**config.mk**
```make
export PLATFORM = sky130hd
export DESIGN_NAME = codec_control_word_clock_dividers
export DESIGN_NICKNAME = d
export VERILOG_FILES = /design/src/hdl/codec_ctrl_pkg.sv /design/src/hdl/codec_control_word_clock_dividers.sv
export SDC_FILE = /design/constraint.sdc
export NUM_CORES = 1
export LEC_CHECK = 0
export ABC_CLOCK_PERIOD_IN_PS = 4700
export BUFFER_PORTS_ARGS = -buffer_cell sky130_fd_sc_hd__clkbuf_2
export CAP_MARGIN = 20
export CORE_ASPECT_RATIO = 0.5
export CORE_MARGIN = 2
export CORE_UTILIZATION = 53
export DETAILED_ROUTE_END_ITERATION = 8
export GPL_TIMING_DRIVEN = 0
export PLACE_DENSITY_LB_ADDON = 0.1
export REMOVE_ABC_BUFFERS = 1
export SYNTH_ARGS = -nofsm -noshare
export SYNTH_HDL_FRONTEND = slang
export SYNTH_SLANG_ARGS = --single-unit
export TNS_END_PERCENT = 10
```
**constraint.sdc**
```tcl
create_clock -name i_core_clk -period 4.7 [get_ports i_core_clk]
set_clock_uncertainty 0.05 [all_clocks]
set_input_delay 1.175 -clock i_core_clk [delete_from_list [all_inputs] [get_ports i_core_clk]]
set_output_delay 1.175 -clock i_core_clk [all_outputs]
set_load 0.01 [all_outputs]
```
**src/hdl/codec_ctrl_pkg.sv**
```systemverilog
package codec_ctrl_pkg;

  // control register indices, carried in word bits 10..8
  localparam logic [2:0] SERIAL_MODE_CONTROL = 3'h0;
  localparam logic [2:0] CLOCK_RATE_CONTROL  = 3'h1;
  localparam logic [2:0] POWER_CONTROL       = 3'h2;
  localparam logic [2:0] GAIN_SELECT_CONTROL = 3'h3;
  localparam logic [2:0] DAC_TIMING_CONTROL  = 3'h4;
  localparam logic [2:0] ANALOG_TAP_CONTROL  = 3'h5;
  localparam logic [2:0] DIGITAL_TAP_LOW     = 3'h6;
  localparam logic [2:0] DIGITAL_TAP_HIGH    = 3'h7;
  localparam int         NUM_REGS            = 8;
  localparam logic [7:0] REG_RESET           = 8'h00;

  // serial_mode_control field positions
  localparam int OPERATING_MODE_BIT   = 0;
  localparam int MIXED_MODE_BIT       = 1;
  localparam int DIGITAL_LOOPBACK_BIT = 2;
  localparam int PORT_LOOPBACK_BIT    = 3;
  localparam int DEVICE_COUNT_LSB     = 4;
  localparam int SOFT_RESET_BIT       = 7;

  // clock_rate_control field positions
  localparam int SAMPLE_RATE_LSB   = 0;
  localparam int SERIAL_DIVIDE_LSB = 2;
  localparam int MASTER_DIVIDE_LSB = 4;

  // dac_timing_control field position and width
  localparam int DAC_ADVANCE_LSB = 0;
  localparam int DAC_ADVANCE_W   = 5;

  // master divide codes above this one fall back to divide by one
  localparam logic [2:0] MASTER_DIVIDE_MAX_CODE = 3'h4;

  // timing in device master clock cycles
  localparam logic [11:0] SLOWEST_SAMPLE_PERIOD = 12'h800;
  localparam int          ADVANCE_STEP_SHIFT    = 5;
  localparam logic [2:0]  SOFT_RESET_CYCLES     = 3'h4;

  // 16-bit control word as it arrives on the serial port
  typedef struct packed {
    logic       is_control;
    logic       is_read;
    logic [2:0] dev_addr;
    logic [2:0] reg_addr;
    logic [7:0] data;
  } control_word_t;

endpackage

```
**src/hdl/codec_control_word_clock_dividers.sv**
```systemverilog
`timescale 1ns/1ps
`default_nettype none

// Operation
// RQ1 - master divide field divides by one to five
// RQ2 - serial divide field selects divide 8/4/2/1
// RQ3 - serial clock slowest after reset
// RQ4 - sample rate field selects 2048/1024/512/256
// RQ5 - sample interval slowest after reset
// RQ6 - dac load one serial clock before sync
// RQ7 - advance field moves load by 1/32 steps
// RQ8 - software changes advance only with dac down
// RQ9 - bit 15 separates control, data, invalid
// RQ10 - write data field when addressed here
// RQ11 - read places register into word, shifts out
// RQ12 - nonzero address decremented and passed on
// RQ13 - bits 10..8 select one of eight registers
// RQ14 - bits 7..0 carry write or read data
// RQ15 - mode bit 0 selects program or data
// RQ16 - mode bit 1 enables mixed mode
// RQ17 - mode bit 2 enables digital loopback
// RQ18 - mode bit 3 enables port loopback
// RQ19 - mode bits 4..6 hold device count
// RQ20 - writing mode bit 7 starts software reset
// RQ21 - registers update on serial clock falling edge
// RQ22 - both resets zero registers, four cycles
// RQ23 - first frame sync 2048 cycles after reset
// RQ24 - mixed mode msb flags control, 15 data bits
module codec_control_word_clock_dividers (
  input  wire logic                          i_core_clk,         // external master clock
  input  wire logic                          i_rst_n,            // reset pin, async low
  input  wire logic                          i_word_valid,       // received word strobe
  input  wire codec_ctrl_pkg::control_word_t i_word,             // received 16-bit word
  output logic                               o_word_ready,       // no word pending
  output logic                               o_out_valid,        // outgoing word strobe
  output logic [15:0]                        o_out_word,         // read back or forwarded
  output logic                               o_dac_valid,        // dac data word strobe
  output logic [15:0]                        o_dac_word,         // dac data, msb aligned
  output logic                               o_invalid_word,     // bad word in program mode
  output logic                               o_device_master_clock_tick,       // device master clock pulse
  output logic                               o_sclk_fall,        // serial clock falling pulse
  output logic                               o_frame_sync,       // output frame sync pulse
  output logic                               o_dac_load,         // dac load event pulse
  output logic                               o_operating_mode,   // 1 = data mode
  output logic                               o_mixed_mode,       // mixed program and data
  output logic                               o_digital_loopback, // converter loopback
  output logic                               o_port_loopback,    // serial port loopback
  output logic [2:0]                         o_device_count,     // cascade device count
  output logic                               o_soft_reset_busy,  // software reset running
  output logic [7:0]                         o_power_control,    // power register contents
  output logic [7:0]                         o_gain_select,      // gain register contents
  output logic [7:0]                         o_dac_timing,       // dac timing register
  output logic [7:0]                         o_analog_tap,       // analog tap register
  output logic [15:0]                        o_digital_tap       // digital tap, high:low
);

  // register file
  logic [7:0]  regs [codec_ctrl_pkg::NUM_REGS];   // eight control registers

  // pending word, applied at the next serial falling edge
  logic                          pending;         // word waiting for the edge
  codec_ctrl_pkg::control_word_t held;            // the waiting word

  // clock generation
  logic [2:0]  mdiv_cnt;                          // master divide counter
  logic [2:0]  mdiv_last;                         // terminal count of master divide
  logic        device_master_clock_tick;                        // one pulse per device master cycle
  logic [2:0]  sdiv_cnt;                          // serial divide counter
  logic [3:0]  sclk_div;                          // serial clock period in device_master_clock cycles
  logic        sclk_fall;                         // serial clock falling edge
  logic [11:0] sample_cnt;                        // position within sample interval
  logic [11:0] sample_period;                     // device_master_clock cycles per sample
  logic [11:0] load_pos;                          // count at which dac is loaded
  logic [4:0]  advance;                           // dac advance in 1/32 steps

  // software reset
  logic [2:0]  srst_cnt;                          // remaining device_master_clock cycles of reset
  logic        srst_busy;                         // software reset in progress
  logic        srst_start;                        // write of 1 into mode bit 7

  // word decode
  logic        addressed;                         // device address field is zero
  logic        data_mode;                         // operating mode bit
  logic        mixed;                             // mixed mode bit
  logic        apply;                             // word is acted on this cycle

  // field views of the two clocking registers
  logic [2:0]  master_code;                       // master divide field
  logic [1:0]  serial_code;                       // serial divide field
  logic [1:0]  rate_code;                         // sample rate field

  assign master_code = regs[codec_ctrl_pkg::CLOCK_RATE_CONTROL][codec_ctrl_pkg::MASTER_DIVIDE_LSB +: 3];
  assign serial_code = regs[codec_ctrl_pkg::CLOCK_RATE_CONTROL][codec_ctrl_pkg::SERIAL_DIVIDE_LSB +: 2];
  assign rate_code   = regs[codec_ctrl_pkg::CLOCK_RATE_CONTROL][codec_ctrl_pkg::SAMPLE_RATE_LSB +: 2];
  assign advance     = regs[codec_ctrl_pkg::DAC_TIMING_CONTROL][codec_ctrl_pkg::DAC_ADVANCE_LSB +:
                         codec_ctrl_pkg::DAC_ADVANCE_W];
  assign data_mode   = regs[codec_ctrl_pkg::SERIAL_MODE_CONTROL][codec_ctrl_pkg::OPERATING_MODE_BIT];
  assign mixed       = regs[codec_ctrl_pkg::SERIAL_MODE_CONTROL][codec_ctrl_pkg::MIXED_MODE_BIT];

  // master divide terminal count; illegal codes fall back to one
  always_comb begin
    if (master_code <= codec_ctrl_pkg::MASTER_DIVIDE_MAX_CODE) begin
      mdiv_last = master_code;                     // RQ1
    end else begin
      mdiv_last = 3'h0;                            // RQ1
    end
  end

  // master divider runs even during software reset so it can be timed
  always_ff @(posedge i_core_clk or negedge i_rst_n) begin
    if (!i_rst_n) begin
      mdiv_cnt <= 3'h0;
    end else if (mdiv_cnt >= mdiv_last) begin
      mdiv_cnt <= 3'h0;                            // RQ1
    end else begin
      mdiv_cnt <= mdiv_cnt + 3'h1;
    end
  end

  assign device_master_clock_tick = (mdiv_cnt >= mdiv_last);

  // serial divide: code 0 is slowest, so zeroed registers give /8
  always_comb begin
    unique case (serial_code)
      2'h0:    sclk_div = 4'h8;                    // RQ2 RQ3
      2'h1:    sclk_div = 4'h4;                    // RQ2
      2'h2:    sclk_div = 4'h2;                    // RQ2
      2'h3:    sclk_div = 4'h1;                    // RQ2
    endcase
  end

  // serial clock counter, restarted by either reset
  always_ff @(posedge i_core_clk or negedge i_rst_n) begin
    if (!i_rst_n) begin
      sdiv_cnt <= 3'h0;
    end else if (srst_busy) begin
      sdiv_cnt <= 3'h0;
    end else if (device_master_clock_tick) begin
      if ({1'b0, sdiv_cnt} >= sclk_div - 4'h1) begin
        sdiv_cnt <= 3'h0;
      end else begin
        sdiv_cnt <= sdiv_cnt + 3'h1;
      end
    end
  end

  assign sclk_fall = device_master_clock_tick && !srst_busy && ({1'b0, sdiv_cnt} >= sclk_div - 4'h1);

  // sample interval; the slowest rate again sits at code 0
  always_comb begin
    unique case (rate_code)
      2'h0:    sample_period = codec_ctrl_pkg::SLOWEST_SAMPLE_PERIOD;        // RQ4 RQ5
      2'h1:    sample_period = codec_ctrl_pkg::SLOWEST_SAMPLE_PERIOD >> 1;   // RQ4
      2'h2:    sample_period = codec_ctrl_pkg::SLOWEST_SAMPLE_PERIOD >> 2;   // RQ4
      2'h3:    sample_period = codec_ctrl_pkg::SLOWEST_SAMPLE_PERIOD >> 3;   // RQ4
    endcase
  end

  // load point: one serial period before sync, less the advance steps;
  // fastest rate with full advance and /8 serial clock goes below zero, so wrap into the interval
  logic [12:0] load_raw;                          // load point before wrapping
  always_comb begin
    load_raw = 13'(sample_period) - 13'h1 - 13'(sclk_div)                    // RQ6
             - 13'(12'(advance) * (sample_period >> codec_ctrl_pkg::ADVANCE_STEP_SHIFT)); // RQ7
    load_pos = load_raw[12] ? load_raw[11:0] + sample_period : load_raw[11:0]; // RQ7
  end

  // sample counter starts at zero after reset, so first sync lands
  // exactly 2048 device master cycles after release
  always_ff @(posedge i_core_clk or negedge i_rst_n) begin
    if (!i_rst_n) begin
      sample_cnt <= 12'h000;                       // RQ23
    end else if (srst_busy) begin
      sample_cnt <= 12'h000;
    end else if (device_master_clock_tick) begin
      if (sample_cnt >= sample_period - 12'h1) begin
        sample_cnt <= 12'h000;
      end else begin
        sample_cnt <= sample_cnt + 12'h001;
      end
    end
  end

  // sync and load strobes, registered so they are glitch free
  always_ff @(posedge i_core_clk or negedge i_rst_n) begin
    if (!i_rst_n) begin
      o_frame_sync <= 1'b0;
      o_dac_load   <= 1'b0;
    end else begin
      o_frame_sync <= device_master_clock_tick && !srst_busy
                      && (sample_cnt >= sample_period - 12'h1);              // RQ23
      o_dac_load   <= device_master_clock_tick && !srst_busy && (sample_cnt == load_pos);   // RQ6 RQ7
    end
  end

  // the advance field is sampled live; changing it with the dac powered
  // up may skip or double one load, which software is told to avoid
  // (RQ8 binds software, nothing enforced here)

  // software reset lasts four device master cycles
  always_ff @(posedge i_core_clk or negedge i_rst_n) begin
    if (!i_rst_n) begin
      srst_cnt <= 3'h0;
    end else if (srst_start) begin
      srst_cnt <= codec_ctrl_pkg::SOFT_RESET_CYCLES;                        // RQ20 RQ22
    end else if (device_master_clock_tick && srst_cnt != 3'h0) begin
      srst_cnt <= srst_cnt - 3'h1;                                           // RQ22
    end
  end

  assign srst_busy = (srst_cnt != 3'h0);

  // word acceptance; one word is held until the serial edge
  always_ff @(posedge i_core_clk or negedge i_rst_n) begin
    if (!i_rst_n) begin
      pending <= 1'b0;
      held    <= '0;
    end else if (i_word_valid && !pending) begin
      pending <= 1'b1;
      held    <= i_word;
    end else if (apply) begin
      pending <= 1'b0;
    end
  end

  // words wait out a software reset rather than being lost
  assign apply     = pending && sclk_fall;                                   // RQ21
  assign addressed = (held.dev_addr == 3'h0);                                // RQ12

  // a word counts as control only with bit 15 set, and never in plain data mode
  logic is_ctrl;                                   // word is a control word
  logic is_dac;                                    // word is converter data
  always_comb begin
    is_ctrl = 1'b0;
    is_dac  = 1'b0;
    if (!data_mode) begin
      is_ctrl = held.is_control;                   // RQ9 RQ15
    end else if (mixed) begin
      is_ctrl = held.is_control;                   // RQ9 RQ16 RQ24
      is_dac  = !held.is_control;                  // RQ24
    end else begin
      is_dac  = 1'b1;                              // RQ15
    end
  end

  assign srst_start = apply && is_ctrl && addressed && !held.is_read
                      && (held.reg_addr == codec_ctrl_pkg::SERIAL_MODE_CONTROL)
                      && held.data[codec_ctrl_pkg::SOFT_RESET_BIT];           // RQ20

  // register file; software reset clears all, mode bit 7 never stored
  always_ff @(posedge i_core_clk or negedge i_rst_n) begin
    if (!i_rst_n) begin
      for (int i = 0; i < codec_ctrl_pkg::NUM_REGS; i++) begin
        regs[i] <= codec_ctrl_pkg::REG_RESET;      // RQ22
      end
    end else if (srst_start || srst_busy) begin
      for (int i = 0; i < codec_ctrl_pkg::NUM_REGS; i++) begin
        regs[i] <= codec_ctrl_pkg::REG_RESET;      // RQ22
      end
    end else if (apply && is_ctrl && addressed && !held.is_read) begin
      regs[held.reg_addr] <= held.data;            // RQ10 RQ13 RQ14
    end
  end

  // outgoing words: read back, forwarded, or flagged invalid
  always_ff @(posedge i_core_clk or negedge i_rst_n) begin
    if (!i_rst_n) begin
      o_out_valid    <= 1'b0;
      o_out_word     <= 16'h0000;
      o_invalid_word <= 1'b0;
      o_dac_valid    <= 1'b0;
      o_dac_word     <= 16'h0000;
    end else begin
      o_out_valid    <= 1'b0;
      o_invalid_word <= 1'b0;
      o_dac_valid    <= 1'b0;
      if (apply && is_ctrl && !addressed) begin
        // pass on toward the next codec with one less hop
        o_out_valid <= 1'b1;
        o_out_word  <= {held.is_control, held.is_read, held.dev_addr - 3'h1,
                        held.reg_addr, held.data};                            // RQ12
      end else if (apply && is_ctrl && held.is_read) begin
        o_out_valid <= 1'b1;
        o_out_word  <= {held.is_control, held.is_read, held.dev_addr,
                        held.reg_addr, regs[held.reg_addr]};                  // RQ11 RQ14
      end else if (apply && is_dac) begin
        // mixed mode loses the flag bit, data is left aligned
        o_dac_valid <= 1'b1;
        o_dac_word  <= mixed ? {held[14:0], 1'b0} : held;                     // RQ24
      end else if (apply && !data_mode && !held.is_control) begin
        o_invalid_word <= 1'b1;                    // RQ9
      end
    end
  end

  // mode and configuration outputs straight from the register file
  assign o_operating_mode   = data_mode;                                      // RQ15
  assign o_mixed_mode       = mixed;                                          // RQ16
  assign o_digital_loopback =
    regs[codec_ctrl_pkg::SERIAL_MODE_CONTROL][codec_ctrl_pkg::DIGITAL_LOOPBACK_BIT]; // RQ17
  assign o_port_loopback    =
    regs[codec_ctrl_pkg::SERIAL_MODE_CONTROL][codec_ctrl_pkg::PORT_LOOPBACK_BIT];    // RQ18
  assign o_device_count     =
    regs[codec_ctrl_pkg::SERIAL_MODE_CONTROL][codec_ctrl_pkg::DEVICE_COUNT_LSB +: 3]; // RQ19
  assign o_power_control    = regs[codec_ctrl_pkg::POWER_CONTROL];
  assign o_gain_select      = regs[codec_ctrl_pkg::GAIN_SELECT_CONTROL];
  assign o_dac_timing       = regs[codec_ctrl_pkg::DAC_TIMING_CONTROL];
  assign o_analog_tap       = regs[codec_ctrl_pkg::ANALOG_TAP_CONTROL];
  assign o_digital_tap      = {regs[codec_ctrl_pkg::DIGITAL_TAP_HIGH],
                               regs[codec_ctrl_pkg::DIGITAL_TAP_LOW]};
  assign o_soft_reset_busy  = srst_busy;
  assign o_device_master_clock_tick       = device_master_clock_tick;
  assign o_sclk_fall        = sclk_fall;
  assign o_word_ready       = !pending;

endmodule

`default_nettype wire

```
==> impl_metrics.env <==
export IMPL_status="finished, final reports clean"
export IMPL_wl_mm=21.2
export IMPL_power_leakage_uw=0.00464
export IMPL_crit_arrival_ps=4940
export IMPL_synth_avg_cell_area_um2=9.86
export IMPL_ys_types=59
export IMPL_clock_path_buffers=2
export IMPL_setup_viol=0
export IMPL_cap_violations=0
export IMPL_relSlewSlack=0.267
export IMPL_clock_sinks=139
export IMPL_dr_pass1_iters=5
export IMPL_gp_congestion=0.792
export IMPL_synth_seq_cells=139
export IMPL_die_area_um2=17200
export IMPL_p_per_area_nw_per_um2=345
export IMPL_drv_slew=0
export IMPL_start_util=0.549
export IMPL_hold_path_class="flop to flop"
export IMPL_p_total_uw=3380
export IMPL_synth_cells=867
export IMPL_cts_root_buffer="clkbuf_16"
export IMPL_cts_hold_buf=0
export IMPL_syn_cell_area_um2=8550
export IMPL_via_count=6409
export IMPL_die_x_um=184
export IMPL_peakVddDrop_uv=269
export IMPL_min_period_ps=4680
export IMPL_coreArea_um2=15600
export IMPL_period_share=0.997
export IMPL_grtUsageTotal=0.261
export IMPL_crit_type="flop to flop"
export IMPL_drt_iter0_drc=434
export IMPL_rows=32
export IMPL_max_freq_ghz=0.214
export IMPL_clkSlewWorstSetupHoldPaths_ps=60
export IMPL_tritoncts="yes"
export IMPL_synth_async_sr_flop_share=1.00
export IMPL_seq_area_frac_synth=0.407
export IMPL_grt_overflow_total=0
export IMPL_clk_latency_ps=420
export IMPL_htree_levels=4
export IMPL_vias_per_cell=5.60
export IMPL_synth_edf_count=0
export IMPL_grt_pass1_vias=6351
export IMPL_die_h_um=93.8
export IMPL_diodes=0
export IMPL_drc=0
export IMPL_postLayoutCoreUtil=0.631
export IMPL_wire_per_inst_um=18.6
export IMPL_antenna_found_initial=0
export IMPL_area_growth_pct=14.9
export IMPL_layout_nets=1006
export IMPL_start_kind="flop"
export IMPL_cp_required_ps=4960
export IMPL_io_buffers=114
export IMPL_hold_viol_final=0
export IMPL_grt_max_degree=88
export IMPL_rsz0062_at_grt="yes"
export IMPL_ys_warn_count=0
export IMPL_pin_count=115
export IMPL_drive_gt1_frac=0.242
export IMPL_numCtsBuffers=17
export IMPL_worst_pin_slew_ps=1100
export IMPL_critPathCaptureType="flop"
export IMPL_cp_max_fo=6
export IMPL_synth_flop_cell="dfrtp_1"
export IMPL_ant_nets=0
export IMPL_post_dp_hpwl_mm=14.6
export IMPL_grt_pass1_wl_mm=34.4
through the flow:
| step | TNS (ps) | hold WS (ps) | cells | instance area [um^2] | worst slack [ps] |
|---|---|---|---|---|---|
| global route | -242 | 437 | 1145 | 9820 | -242 |
| floorplan | -390 | 382 | 773 | 7970 | -390 |
| detailed placement | -1050 | 407 | 1097 | 8960 | -1050 |
| CTS | 0 | 424 | 1144 | 9790 | 12.2 |
| global placement | -1860 | 399 | 1091 | 8790 | -948 |
| finish | 0 | 424 | 1145 | 9820 | 16.2 |
final timing paths:
check,from,endpoint,slack [ps],depth (start not counted)
setup / recovery,rate_code[1],o_dac_load,20,18
hold / removal,o_out_word[15],o_out_word[15],420,1
setup reg to reg,rate_code[1],o_dac_load,20,18
hold reg to reg,o_out_word[15],o_out_word[15],420,1
max in group asynchronous,i_rst_n,o_dac_timing[3],3150,2
min in group asynchronous,i_rst_n,sample_cnt[3],660,1
repair_timing:
action	in CTS	in global routing
endpoints found under the setup margin	1	1
buffers inserted	16	0
pin swaps	13	1
gates resized for setup	23	3
gates cloned	0	0
routing by layer:
metal,global-route usage,up-vias,wire [um]
met5,0,-,0
met3,0.0694,17,1380
met1,0.361,3178,9880
met2,0.413,158,9800
met4,0.0580,0,180
li1,-,3056,-
cells by family (layout without fill, tap and decap cells):
logic type                 after synthesis  in the layout  share of synthesized area
buffers and inverters                  136            209                     0.0863
DFF                                    139            139                      0.407
xor gates and xnor gates                24             24                     0.0246
muxes                                   95             95                      0.122
other                                    1              2                   0.000439
adders and majority gates               58             58                     0.0945
and+or+nand+nor                        260            260                      0.154
AOI/OAI and AO/OA                      154            154                      0.111
registers in the layout (all words and copies together), names as in the netlist, 2 cells and up:
register / flops
sdiv_cnt: 3
o_device_count: 3
master_code: 3
rate_code: 2
o_dac_word: 16
regs: 4
sample_cnt: 12
o_analog_tap: 8
held: 16
o_digital_tap: 16
o_gain_select: 8
mdiv_cnt: 3
o_out_word: 16
o_dac_timing: 8
o_power_control: 8
srst_cnt: 3
synth_stat cells, types with 9 or more instances:
master	instances	area, um^2
and2_1	18	113
dfrtp_1	139	3480
and3_1	14	87.6
nor2_1	90	338
nand2_1	72	270
a22o_1	10	87.6
ha_1	47	588
a21o_1	9	67.6
mux2i_1	72	721
fa_1	11	220
nand2b_1	10	62.6
a21oi_1	22	110
buf_4	58	435
o21ai_0	78	390
inv_1	37	139
nand3_1	15	75.1
nor2b_1	12	75.1
mux2_2	17	191
xnor2_1	17	149
clkbuf_1	27	101
layout by cell type (no fill, tap or decap), types with 5 or more instances in the layout:
| cell | n |
|---|---|
| a21o_1 | 8 |
| a21oi_1 | 19 |
| a221oi_1 | 7 |
| a22o_1 | 10 |
| and2_1 | 16 |
| and3_1 | 14 |
| buf_4 | 16 |
| clkbuf_16 | 17 |
| clkbuf_2 | 113 |
| dfrtp_1 | 137 |
| fa_1 | 10 |
| ha_1 | 40 |
| ha_4 | 5 |
| inv_1 | 37 |
| inv_6 | 5 |
| mux2_2 | 17 |
| mux2i_1 | 72 |
| mux4_2 | 6 |
| nand2_1 | 72 |
| nand2b_1 | 10 |
| nand3_1 | 15 |
| nor2_1 | 89 |
| nor2b_1 | 9 |
| nor3_1 | 8 |
| o21ai_0 | 77 |
| xnor2_1 | 16 |
| xor2_1 | 7 |
critical path: stages, from the launching register on:
cell	delay, ps
dfrtp_2	470
nor2b_4	170
buf_4	130
and2_1	150
ha_2	170
fa_1	480
fa_1	490
inv_1	50
fa_1	480
ha_4	310
o21ai_0	80
nand2b_1	90
o31ai_2	70
xnor2_1	160
buf_4	160
fa_2	570
xnor2_1	110
nand3_1	100
a2111oi_2	300
layout make-up:
class                      count  area [um^2]
fill                        1275         5750
multi-input combinational    593         4480
sequential                   139         3480
timing repair buffer         137          860
clock buffer                  19          433
tap                          204          255
clock inverter                12          161
inverter                      41          154
power breakdown:
| part | leakage, uW | total (uW) | switching [uW] | internal [uW] |
|---|---|---|---|---|
| Clock | 0.000281 | 1400 | 558 | 840 |
| Combinational | 0.00248 | 585 | 366 | 218 |
| Sequential | 0.00189 | 1400 | 139 | 1260 |
Note: power is estimated with default switching activity, not from simulation.
